### src/sdram_cmd_pkg.sv
package sdram_cmd_pkg;
    localparam int NUM_BANKS      = 4;
    localparam int BANK_W         = 2;
    localparam int ADDR_W         = 13;
    localparam int ALL_BANKS_BIT  = 10;
    localparam int CLK_PERIOD_PS  = 10000;
    localparam int TRP_NS         = 15;
    localparam int TRPA_NS        = 15;
    localparam int TRP_CYC        = (TRP_NS * 1000 + CLK_PERIOD_PS - 1) / CLK_PERIOD_PS;
    localparam int TRPA_CYC       = (TRPA_NS * 1000 + CLK_PERIOD_PS - 1) / CLK_PERIOD_PS;
    localparam int DLL_RELOCK_CYC = 200;
    localparam int CKE_MIN_REG    = 4;
    localparam int TXSNR_NS       = 200;
    localparam int TXSNR_CYC      = (TXSNR_NS * 1000 + CLK_PERIOD_PS - 1) / CLK_PERIOD_PS;
    localparam int REFRESH_DIV    = 780;
    localparam int CNT_W          = 16;
    localparam logic [CNT_W-1:0] CNT_ZERO = 16'h0000;
    localparam logic [2:0] CMD_NOP       = 3'h7;
    localparam logic [2:0] CMD_ACTIVE    = 3'h3;
    localparam logic [2:0] CMD_PRECHARGE = 3'h2;
    localparam logic [2:0] CMD_REFRESH   = 3'h1;
    localparam logic [2:0] CMD_READ      = 3'h5;
    localparam logic [2:0] CMD_WRITE     = 3'h4;
    typedef enum logic [1:0] {ST_NORMAL, ST_SELF_REFRESH, ST_EXIT_WAIT} sr_state_t;
endpackage

### src/bank_timer.sv
`timescale 1ns/1ps
`default_nettype none
module bank_timer
#(
    parameter int W = 16
)
(
    input  wire logic         i_clk,
    input  wire logic         i_rst_b,
    input  wire logic         i_ce,
    input  wire logic         i_load,
    input  wire logic [W-1:0] i_count,
    output var  logic         o_busy
);
    logic [W-1:0] count;
    wire          done = (count == '0);
    always_ff @(posedge i_clk or negedge i_rst_b)
    begin
        if (!i_rst_b)
            count <= '0;
        else if (i_ce && i_load)
            count <= i_count;
        else if (i_ce && !done)
            count <= count - 1'b1;
    end
    assign o_busy = !done;
endmodule
`default_nettype wire

### src/precharge_self_refresh.sv
`timescale 1ns/1ps
`default_nettype none
// Behaviour
// - A10 selects single or all-bank precharge
// - Bank address picks bank; ignored for all
// - Self refresh keeps data, no clock
// - Self refresh is REFRESH with CKE low
// - DLL off in self refresh, on after
// - Only CKE matters during self refresh
// - Repeat precharge restarts precharge period
module precharge_self_refresh
#(
    parameter int NB = sdram_cmd_pkg::NUM_BANKS
)
(
    input  wire logic                               i_clk,
    input  wire logic                               i_rst_b,
    input  wire logic                               i_ce,
    input  wire logic                               i_cke,
    input  wire logic                               i_cs_b,
    input  wire logic                               i_ras_b,
    input  wire logic                               i_cas_b,
    input  wire logic                               i_we_b,
    input  wire logic [sdram_cmd_pkg::BANK_W-1:0]   i_bank,
    input  wire logic [sdram_cmd_pkg::ADDR_W-1:0]   i_addr,
    output var  logic [NB-1:0]                      o_bank_open,
    output var  logic [NB-1:0]                      o_bank_precharging,
    output var  logic                               o_self_refresh,
    output var  logic                               o_dll_enabled,
    output var  logic                               o_refresh_tick,
    output var  logic                               o_read_allowed,
    output var  logic                               o_cmd_allowed,
    output var  logic                               o_protocol_error
);
    import sdram_cmd_pkg::*;

    logic                 rst_meta;
    logic                 rst_sync;
    logic                 cke_prev;
    sr_state_t            state;
    sr_state_t            next_state;
    logic [CNT_W-1:0]     dll_cnt;
    logic [CNT_W-1:0]     xsnr_cnt;
    logic [CNT_W-1:0]     ref_cnt;
    logic [2:0]           cke_high_cnt;
    logic [NB-1:0]        busy;
    logic [NB-1:0]        load;
    logic [NB-1:0]        open_q;
    logic [NB-1:0]        next_open;

    always_ff @(posedge i_clk or negedge i_rst_b)
    begin
        if (!i_rst_b)
        begin
            rst_meta <= 1'b0;
            rst_sync <= 1'b0;
        end
        else
        begin
            rst_meta <= 1'b1;
            rst_sync <= rst_meta;
        end
    end

    wire [2:0] cmd          = {i_ras_b, i_cas_b, i_we_b};
    wire       selected     = !i_cs_b;
    wire       in_sr        = (state == ST_SELF_REFRESH);
    wire       live         = i_cke && cke_prev && !in_sr;
    wire       is_pre       = live && selected && (cmd == CMD_PRECHARGE);
    wire       pre_all      = i_addr[ALL_BANKS_BIT];
    wire       is_act       = live && selected && (cmd == CMD_ACTIVE);
    wire       is_rd        = live && selected && (cmd == CMD_READ);
    wire       is_wr        = live && selected && (cmd == CMD_WRITE);
    wire       sr_entry     = !in_sr && cke_prev && !i_cke && selected
                              && (cmd == CMD_REFRESH);
    wire       sr_exit      = in_sr && i_cke;
    wire       exit_cmd     = (state == ST_EXIT_WAIT) && selected && (cmd != CMD_NOP);
    wire       dll_ok       = (dll_cnt == CNT_ZERO);
    wire       xsnr_ok      = (xsnr_cnt == CNT_ZERO);
    wire       cke_short    = (state == ST_EXIT_WAIT) && !i_cke
                              && (cke_high_cnt < 3'(CKE_MIN_REG));
    wire       bad_rw       = (is_rd || is_wr) && !open_q[i_bank];
    wire       bad_act      = is_act && busy[i_bank];
    wire       bad_read     = is_rd && !dll_ok;
    wire       ref_wrap     = (ref_cnt == CNT_W'(REFRESH_DIV - 1));
    wire       next_error   = bad_rw || bad_act || bad_read || cke_short
                              || (exit_cmd && !xsnr_ok);

    always_comb
    begin
        next_state = state;
        unique case (state)
            ST_NORMAL:       if (sr_entry) next_state = ST_SELF_REFRESH;
            ST_SELF_REFRESH: if (sr_exit) next_state = ST_EXIT_WAIT;
            ST_EXIT_WAIT:    if (xsnr_ok && dll_ok) next_state = ST_NORMAL;
        endcase
    end

    genvar b;
    generate
        for (b = 0; b < NB; b++)
        begin : g_bank
            assign load[b] = is_pre && (pre_all || i_bank == BANK_W'(b));
            assign next_open[b] = load[b] ? 1'b0
                                : (is_act && i_bank == BANK_W'(b) && !busy[b]) ? 1'b1
                                : open_q[b];
            bank_timer #(.W(CNT_W)) u_timer
            (
                .i_clk   (i_clk),
                .i_rst_b (rst_sync),
                .i_ce    (i_ce),
                .i_load  (load[b]),
                .i_count (pre_all ? CNT_W'(TRPA_CYC) : CNT_W'(TRP_CYC)),
                .o_busy  (busy[b])
            );
            always_ff @(posedge i_clk or negedge rst_sync)
            begin
                if (!rst_sync)
                    open_q[b] <= 1'b0;
                else if (i_ce && load[b])
                    open_q[b] <= 1'b0;
                else if (i_ce && is_act && i_bank == BANK_W'(b) && !busy[b])
                    open_q[b] <= 1'b1;
            end
        end
    endgenerate

    always_ff @(posedge i_clk or negedge rst_sync)
    begin
        if (!rst_sync)
        begin
            state        <= ST_NORMAL;
            cke_prev     <= 1'b0;
            dll_cnt      <= CNT_ZERO;
            xsnr_cnt     <= CNT_ZERO;
            cke_high_cnt <= 3'h0;
            ref_cnt      <= CNT_ZERO;
        end
        else if (i_ce)
        begin
            state    <= next_state;
            cke_prev <= i_cke;
            if (sr_exit)
            begin
                dll_cnt      <= CNT_W'(DLL_RELOCK_CYC);
                xsnr_cnt     <= CNT_W'(TXSNR_CYC);
                cke_high_cnt <= 3'h1;
            end
            else
            begin
                if (!dll_ok) dll_cnt <= dll_cnt - 1'b1;
                if (!xsnr_ok) xsnr_cnt <= xsnr_cnt - 1'b1;
                if (i_cke && cke_high_cnt != 3'h7) cke_high_cnt <= cke_high_cnt + 3'h1;
            end
            ref_cnt <= (in_sr && !ref_wrap) ? ref_cnt + 1'b1 : CNT_ZERO;
        end
    end

    always_ff @(posedge i_clk or negedge rst_sync)
    begin
        if (!rst_sync)
        begin
            o_bank_open        <= '0;
            o_bank_precharging <= '0;
            o_self_refresh     <= 1'b0;
            o_dll_enabled      <= 1'b1;
            o_refresh_tick     <= 1'b0;
            o_read_allowed     <= 1'b1;
            o_cmd_allowed      <= 1'b1;
            o_protocol_error   <= 1'b0;
        end
        else if (i_ce)
        begin
            o_bank_open        <= next_open;
            o_bank_precharging <= busy;
            o_self_refresh     <= (next_state == ST_SELF_REFRESH);
            o_dll_enabled      <= (next_state != ST_SELF_REFRESH);
            o_refresh_tick     <= in_sr && ref_wrap;
            o_read_allowed     <= dll_ok && (next_state != ST_SELF_REFRESH);
            o_cmd_allowed      <= (next_state == ST_NORMAL);
            o_protocol_error   <= next_error;
        end
    end
endmodule
`default_nettype wire

### config.mk
export PLATFORM = sky130hd
export DESIGN_NAME = precharge_self_refresh
export DESIGN_NICKNAME = d
export VERILOG_FILES = /design/src/sdram_cmd_pkg.sv /design/src/bank_timer.sv /design/src/precharge_self_refresh.sv
export SDC_FILE = /design/constraint.sdc
export NUM_CORES = 1
export LEC_CHECK = 0
export ABC_AREA = 1
export BUFFER_PORTS_ARGS = -buffer_cell sky130_fd_sc_hd__buf_2
export CORE_ASPECT_RATIO = 1.4
export CORE_MARGIN = 5
export CORE_UTILIZATION = 50
export DETAILED_ROUTE_END_ITERATION = 6
export PLACE_DENSITY = 0.67
export SLEW_MARGIN = 15
export SYNTH_ARGS = -nofsm -noshare
export SYNTH_HDL_FRONTEND = slang
export SYNTH_SLANG_ARGS = --single-unit
### constraint.sdc
create_clock -name i_clk -period 12.5 [get_ports i_clk]
set_clock_uncertainty 0.2 [all_clocks]
set_input_delay 1.25 -clock i_clk [delete_from_list [all_inputs] [get_ports i_clk]]
set_output_delay 1.25 -clock i_clk [all_outputs]
set_load 0.1 [all_outputs]
Yosys cells after proc, flatten, opt, wreduce, memory -nomap -nowiden:

Index checks and enable logic that the tools add are counted.

* bits in registers: 138
* input bits: 23
* logic and storage cells: 185

* add/subtract/negate cells: 8
* eq/ne operators: 17
* reductions and logical operators: 95
* magnitude comparators: 2
* mux-type cells: 39

Operators by type and width (number)
* $mux W16: 13
* $logic_not A16 Y1: 6
* $sub A16 B1 Y16 const B: 6
* $logic_and A1 B1 Y1: 54
* $mux W1: 18
* $reduce_bool A2 Y1: 9
* $add A16 B1 Y16 const B: 1
* $eq A16 B10 Y1 const B: 1
* $logic_not A1 Y1: 11
* $logic_or A1 B1 Y1: 9
* $eq A2 B1 Y1 const B: 3
* $eq A2 B2 Y1 const B: 3
* $eq A3 B2 Y1 const B: 2
* $eq A3 B3 Y1 const B: 2
* $logic_not A2 Y1: 3
* $mux W2: 3
* $mux W3: 2
* $ne A3 B3 Y1 const B: 2
* $pmux W2 S3: 1
* $reduce_and A2 Y1: 3
* $bmux W1 S2: 2
* $ne A2 B2 Y1 const B: 2
* $add A3 B1 Y3 const B: 1
* $eq A3 B1 Y1 const B: 1
* other kinds (3): 3

Longest topological paths before layout:

* depth in word-level cells: 11
* mapped depth: 14
* depth with buffers taken out: 14

Modules after synthesis:

From an unflattened synthesis, not the netlist that was laid out.

* cells, all modules: 1327
* area, all modules: 9153.8 µm²

By module, submodules not included
* bank_timer: area each 1233.7 µm², sequential area each 400.4 µm², cells each 193, times used 4
* precharge_self_refresh: area each 4219.0 µm², sequential area each 1855.5 µm², cells each 555, times used 1

Worst setup path before layout:

OpenSTA, ideal clock, no wires.

* path kind: input to register
* start: input port i_cke
* end: register g_bank[2].u_timer.count[14]
* required time: 12.229 ns
* arrival: 2.243 ns
* path buffers: 0
* setup slack: 9.986 ns
* stages: 10
* cells stage by stage: nand2_1 nor3_2 nand2_1 nor2_1 nand2_1 nand2_2 nand2_1 o21ai_0 nand2_1 nor2_1

* word-level cells in the longest chain between the ends: 7
* elaborated cells between the ends (all ways): 8
* those cells by class: mux: 1; reduce/logical: 7

RTL lines
* from (decl): RTL line precharge_self_refresh.sv:19 `input wire logic i_cke,`
* $logic_and A1 B1 Y1 * (2 in a row): RTL line precharge_self_refresh.sv:68 `wire live = i_cke && cke_prev && !in_sr;`
* $logic_and A1 B1 Y1 * (2 in a row): RTL line precharge_self_refresh.sv:69 `wire is_pre = live && selected && (cmd == CMD_PRECHARGE);`
* $logic_and A1 B1 Y1 *: RTL line precharge_self_refresh.sv:103 `assign load[b] = is_pre && (pre_all || i_bank == BANK_W'(b));`
* $logic_and A1 B1 Y1 *: RTL line bank_timer.sv:21 `else if (i_ce && i_load)`
* $mux W16 / $reduce_bool A2 Y1 (equally long branches)
* to (signal assigned): RTL line bank_timer.sv:22 `count <= i_count;`
* to (signal assigned): RTL line bank_timer.sv:24 `count <= count - 1'b1;`
* to (decl): RTL line bank_timer.sv:15 `logic [W-1:0] count;`

Mark *: on every way between the ends. The rest lies on a longest branch, timed or not.
A chain may end at the register's enable or synchronous reset.

==> impl_metrics.tcl <==
set metrics [dict create \
    synth.avg_cell_area_um2 7.38 \
    end_kind "flop" \
    place.gp.congestion 0.856 \
    timing.slew.headroom_pct 38.4 \
    ys_top_cells_by_area "sky130_fd_sc_hd__dfrtp_1 (44%), sky130_fd_sc_hd__nand2_1 (11%), sky130_fd_sc_hd__nor2_1 (8.2%)" \
    hold_viol 0 \
    n_antenna_cell 0 \
    initial_core_util_pct 50.8 \
    vias 6627 \
    place.port_buffers 24 \
    pwr-share-clk_pct 26.3 \
    crit_arrival_ns 3.35 \
    n_fill_cell 1504 \
    crit_required_ns 12.61 \
    grt_pass1_vias 6495 \
    setup.worst_path.start "i_ce" \
    drt_drc_violations_left 0 \
    initial_antenna_violation_count 0 \
    share_comb_of_total_power_pct 34.1 \
    cts_buffers 17 \
    ordered_list_of_cells_on_the_worst_path "buf_2 > inv_2 > nor3_4 > nand2_1 > nor3_4 > nand3_1 > nor2_1 > nand2_1 > nand2_1 > nor2_1" \
    worst_hold_slack_ns 0.116 \
    max-cap-violations 0 \
    power.leakage_nw 4.05 \
    dominant_cell_type_by_area_after_synthesis "sky130_fd_sc_hd__dfrtp_1" \
    register_area_um2 3460 \
    cts_num_sinks 138 \
    synth.top_cell.area_share_pct 44.4 \
    clock-root-buffer "sky130_fd_sc_hd__clkbuf_16" \
    critPathMaxFanout 34 \
    netlist_area_um2 7610 \
    viasPerCell 5.23 \
    synth_seq_area_share_pct 45.5 \
    dr.first_iter.drc_count 421 \
    library_cell_contributing_the_largest_single_delay_on_the_critical_path "sky130_fd_sc_hd__buf_2" \
    critical_path_buf_inv_count 2 \
    firstDrtPassIters 5 \
    synth_top_family_by_area "simple AND/OR/NAND/NOR gates" \
    grt_overflow_total 0 \
    post_synth_mux_area_share_pct 0 \
    sw_frac_of_total_pct 40.2 \
    cp_delay_by_family_top "simple AND/OR/NAND/NOR gates" \
    die_height_um 156 \
    die_x_um 114 \
    postCtsSetupRepairBufs 0 \
    post_cts_resize_count 0 \
    dieArea_um2 17800 \
    rsz0062_at_grt "false" \
    nets 1096 \
    clock_period_minus_final_worst_setup_slack_ns 3.24 \
    hold_buffers 0 \
    clk_pin_slew_worst_paths_ns 0.06 \
    yosys_register_bits 138 \
    drive_gt1_share_pct 6.80 \
    power_frac_seq_pct 39.6 \
    period_share_pct 25.9 \
    groute.usage.overall_pct 20.0 \
    fin_setup_tns_ns 0 \
    internal_power_mw 1.04 \
    timing.critical_path.mode_cell "sky130_fd_sc_hd__nand2_1" \
    cts_tree "done" \
    worst_pin_slew_ns 0.922 \
    setup_viol_count_final 0 \
    critical_path.startpoint_type "input port" \
    final_antenna_net_count 0 \
    htreeDepth 4 \
    floorplan.rows 53 \
    hold_path.class "reg2async" \
    io_pins 37 \
    path_class "in2reg" \
    max_stage_delay_ns 0.53 \
    syn2layout_area_growth_pct 11.1 \
    rr_startpoint "state[1]$_DFFE_PN0P_" \
    drv_slew 0 \
    hpwlAfterDp_um 11800 \
    final_common_cell "sky130_fd_sc_hd__nand2_1" \
    adder_and_majority_cell_fraction_of_the_synthesized_area_pct 1.97 \
    synth_compound_gate_area_share_pct 10.6 \
    layout_common_cells "sky130_fd_sc_hd__nand2_1 (217), sky130_fd_sc_hd__nor2_1 (167), sky130_fd_sc_hd__dfrtp_1 (134), sky130_fd_sc_hd__inv_1 (129), sky130_fd_sc_hd__o21ai_0 (79)" \
    route.final.wire_length_um 16500 \
    yosys_warnings 0 \
    post_synth_xor_area_fraction_pct 2.53 \
    grt_first_pass_wirelength_um 29200 \
    cts_max_path_buffers 2 \
    vdd_drop_max_mv 0.101 \
    synth_nets 1066 \
    clk-insertion-delay-late_ns 0.41 \
    outcome "completed" \
    avgRoutedWirePerCell_um 13.0 \
    post-layout-total-power_mw 1.74 \
    grt_start_max_net_pins 51 \
    post_synthesis_cells 1031 \
    switching_power_mw 0.701 \
    power-per-cell-area_nw_per_um2 206 \
    yosys.cell_types.count 40 \
    fmax_mhz 308 \
    synthSimpleGateAreaFrac_pct 31.8 \
    multi_input_area_um2 3570 \
    fp.coreArea_um2 15000 \
]
layer usage:
layer / track usage [%] / routed length [um] / vias to the layer above
met5: 0 / 0 / -
met4: 6.62 / 354 / 0
met3: 5.43 / 606 / 22
met2: 34.3 / 8110 / 97
met1: 24.2 / 7440 / 3070
li1: - / - / 3438
cell type report:
class / count / area share (%)
clock buffer: 24 / 5.82
timing repair buffer: 27 / 1.69
sequential: 138 / 40.9
inverter: 134 / 5.95
multi-input combinational: 743 / 42.2
clock inverter: 8 / 0.518
tap: 192 / 2.84
power groups by stage:
stage               Sequential [mW]  Combinational (mW)  Clock [mW]
finish                        0.690               0.594       0.457
floorplan                     0.735               0.421           0
global route                  0.711               0.689       0.492
CTS                           0.691               0.599       0.471
detailed placement            0.695               0.597           0
global placement              0.694               0.583           0
stage by stage:
| step | util [%] | area [um2] | setup slack [ns] | std cells |
|---|---|---|---|---|
| after floorplan | - | 7610 | 8.18 | 1031 |
| after global placement | 52.8 | 7920 | 8.81 | 1234 |
| after detailed placement | 52.8 | 7920 | 8.80 | 1234 |
| after CTS | 56.4 | 8450 | 9.24 | 1266 |
| after global routing | 56.4 | 8450 | 9.03 | 1266 |
| final | 56.4 | 8450 | 9.26 | 1266 |
flip-flops by register name (all words and copies together) (netlist names):
| signal | cells |
|---|---|
| ref_cnt | 16 |
| o_read_allowed | 1 |
| dll_cnt | 16 |
| g_bank.u_timer.count | 64 |
| o_bank_open | 4 |
| o_cmd_allowed | 1 |
| o_dll_enabled | 1 |
| rst_sync | 1 |
| o_protocol_error | 1 |
| cke_prev | 1 |
| xsnr_cnt | 16 |
| rst_meta | 1 |
| o_refresh_tick | 1 |
| open_q | 4 |
| o_self_refresh | 1 |
| cke_high_cnt | 3 |
| o_bank_precharging | 4 |
| state | 2 |
synth_stat cells:
| cell type | count |
|---|---|
| sky130_fd_sc_hd__dfstp_2 | 3 |
| sky130_fd_sc_hd__nand2_2 | 2 |
| sky130_fd_sc_hd__o211ai_1 | 1 |
| sky130_fd_sc_hd__inv_1 | 129 |
| sky130_fd_sc_hd__nor3_1 | 43 |
| sky130_fd_sc_hd__inv_2 | 2 |
| sky130_fd_sc_hd__o21a_1 | 3 |
| sky130_fd_sc_hd__nand2_1 | 217 |
| sky130_fd_sc_hd__nand4_1 | 27 |
| sky130_fd_sc_hd__and3_1 | 4 |
| sky130_fd_sc_hd__ha_1 | 12 |
| sky130_fd_sc_hd__nand3_1 | 73 |
| sky130_fd_sc_hd__clkbuf_1 | 7 |
| sky130_fd_sc_hd__buf_6 | 1 |
| sky130_fd_sc_hd__clkinv_1 | 3 |
| sky130_fd_sc_hd__a31oi_1 | 7 |
| sky130_fd_sc_hd__nor2_1 | 167 |
| sky130_fd_sc_hd__a21boi_0 | 1 |
| sky130_fd_sc_hd__nor4_1 | 5 |
| sky130_fd_sc_hd__nor3_4 | 2 |
| sky130_fd_sc_hd__o22ai_1 | 2 |
| sky130_fd_sc_hd__nor2_2 | 1 |
| sky130_fd_sc_hd__and2_1 | 1 |
| sky130_fd_sc_hd__o32ai_1 | 1 |
| sky130_fd_sc_hd__buf_2 | 7 |
| sky130_fd_sc_hd__o21ai_0 | 79 |
| sky130_fd_sc_hd__nor3b_1 | 5 |
| sky130_fd_sc_hd__o21ai_1 | 1 |
| sky130_fd_sc_hd__nor2_4 | 2 |
| sky130_fd_sc_hd__xor2_1 | 18 |
| sky130_fd_sc_hd__dfrtp_1 | 135 |
| sky130_fd_sc_hd__nand3b_1 | 3 |
| sky130_fd_sc_hd__or2_2 | 2 |
| sky130_fd_sc_hd__xnor2_1 | 4 |
| sky130_fd_sc_hd__nor3_2 | 2 |
| sky130_fd_sc_hd__a21oi_1 | 51 |
| sky130_fd_sc_hd__conb_1 | 1 |
| sky130_fd_sc_hd__o31ai_1 | 5 |
| sky130_fd_sc_hd__a211oi_1 | 1 |
| sky130_fd_sc_hd__buf_1 | 1 |
cells by family (layout without fill, tap and decap cells):
logic type,after synthesis,after routing
and+or+nand+nor,556,556
AOI/OAI and AO/OA,152,152
buffers and inverters,150,193
DFF,138,138
xor gates and xnor gates,22,22
adders and majority gates,12,12
other,1,1
final timing paths:
kind                                                           endpoint  cells past startpoint  slack [ns]
max in group asynchronous                      xsnr_cnt[13]$_DFFE_PN0P_                      1       10.95
worst min-delay path             g_bank[2].u_timer.count[3]$_DFFE_PN0P_                      0        0.12
worst min register to register   g_bank[2].u_timer.count[3]$_DFFE_PN0P_                      0        0.12
worst max register to register  g_bank[2].u_timer.count[14]$_DFFE_PN0P_                     11        9.77
min in group i_clk                                   rst_sync$_DFF_PN0_                      0        0.15
worst max-delay path                            ref_cnt[14]$_DFFE_PN0P_                     10        9.26
No activity file was read; power rests on OpenSTA's default activity.
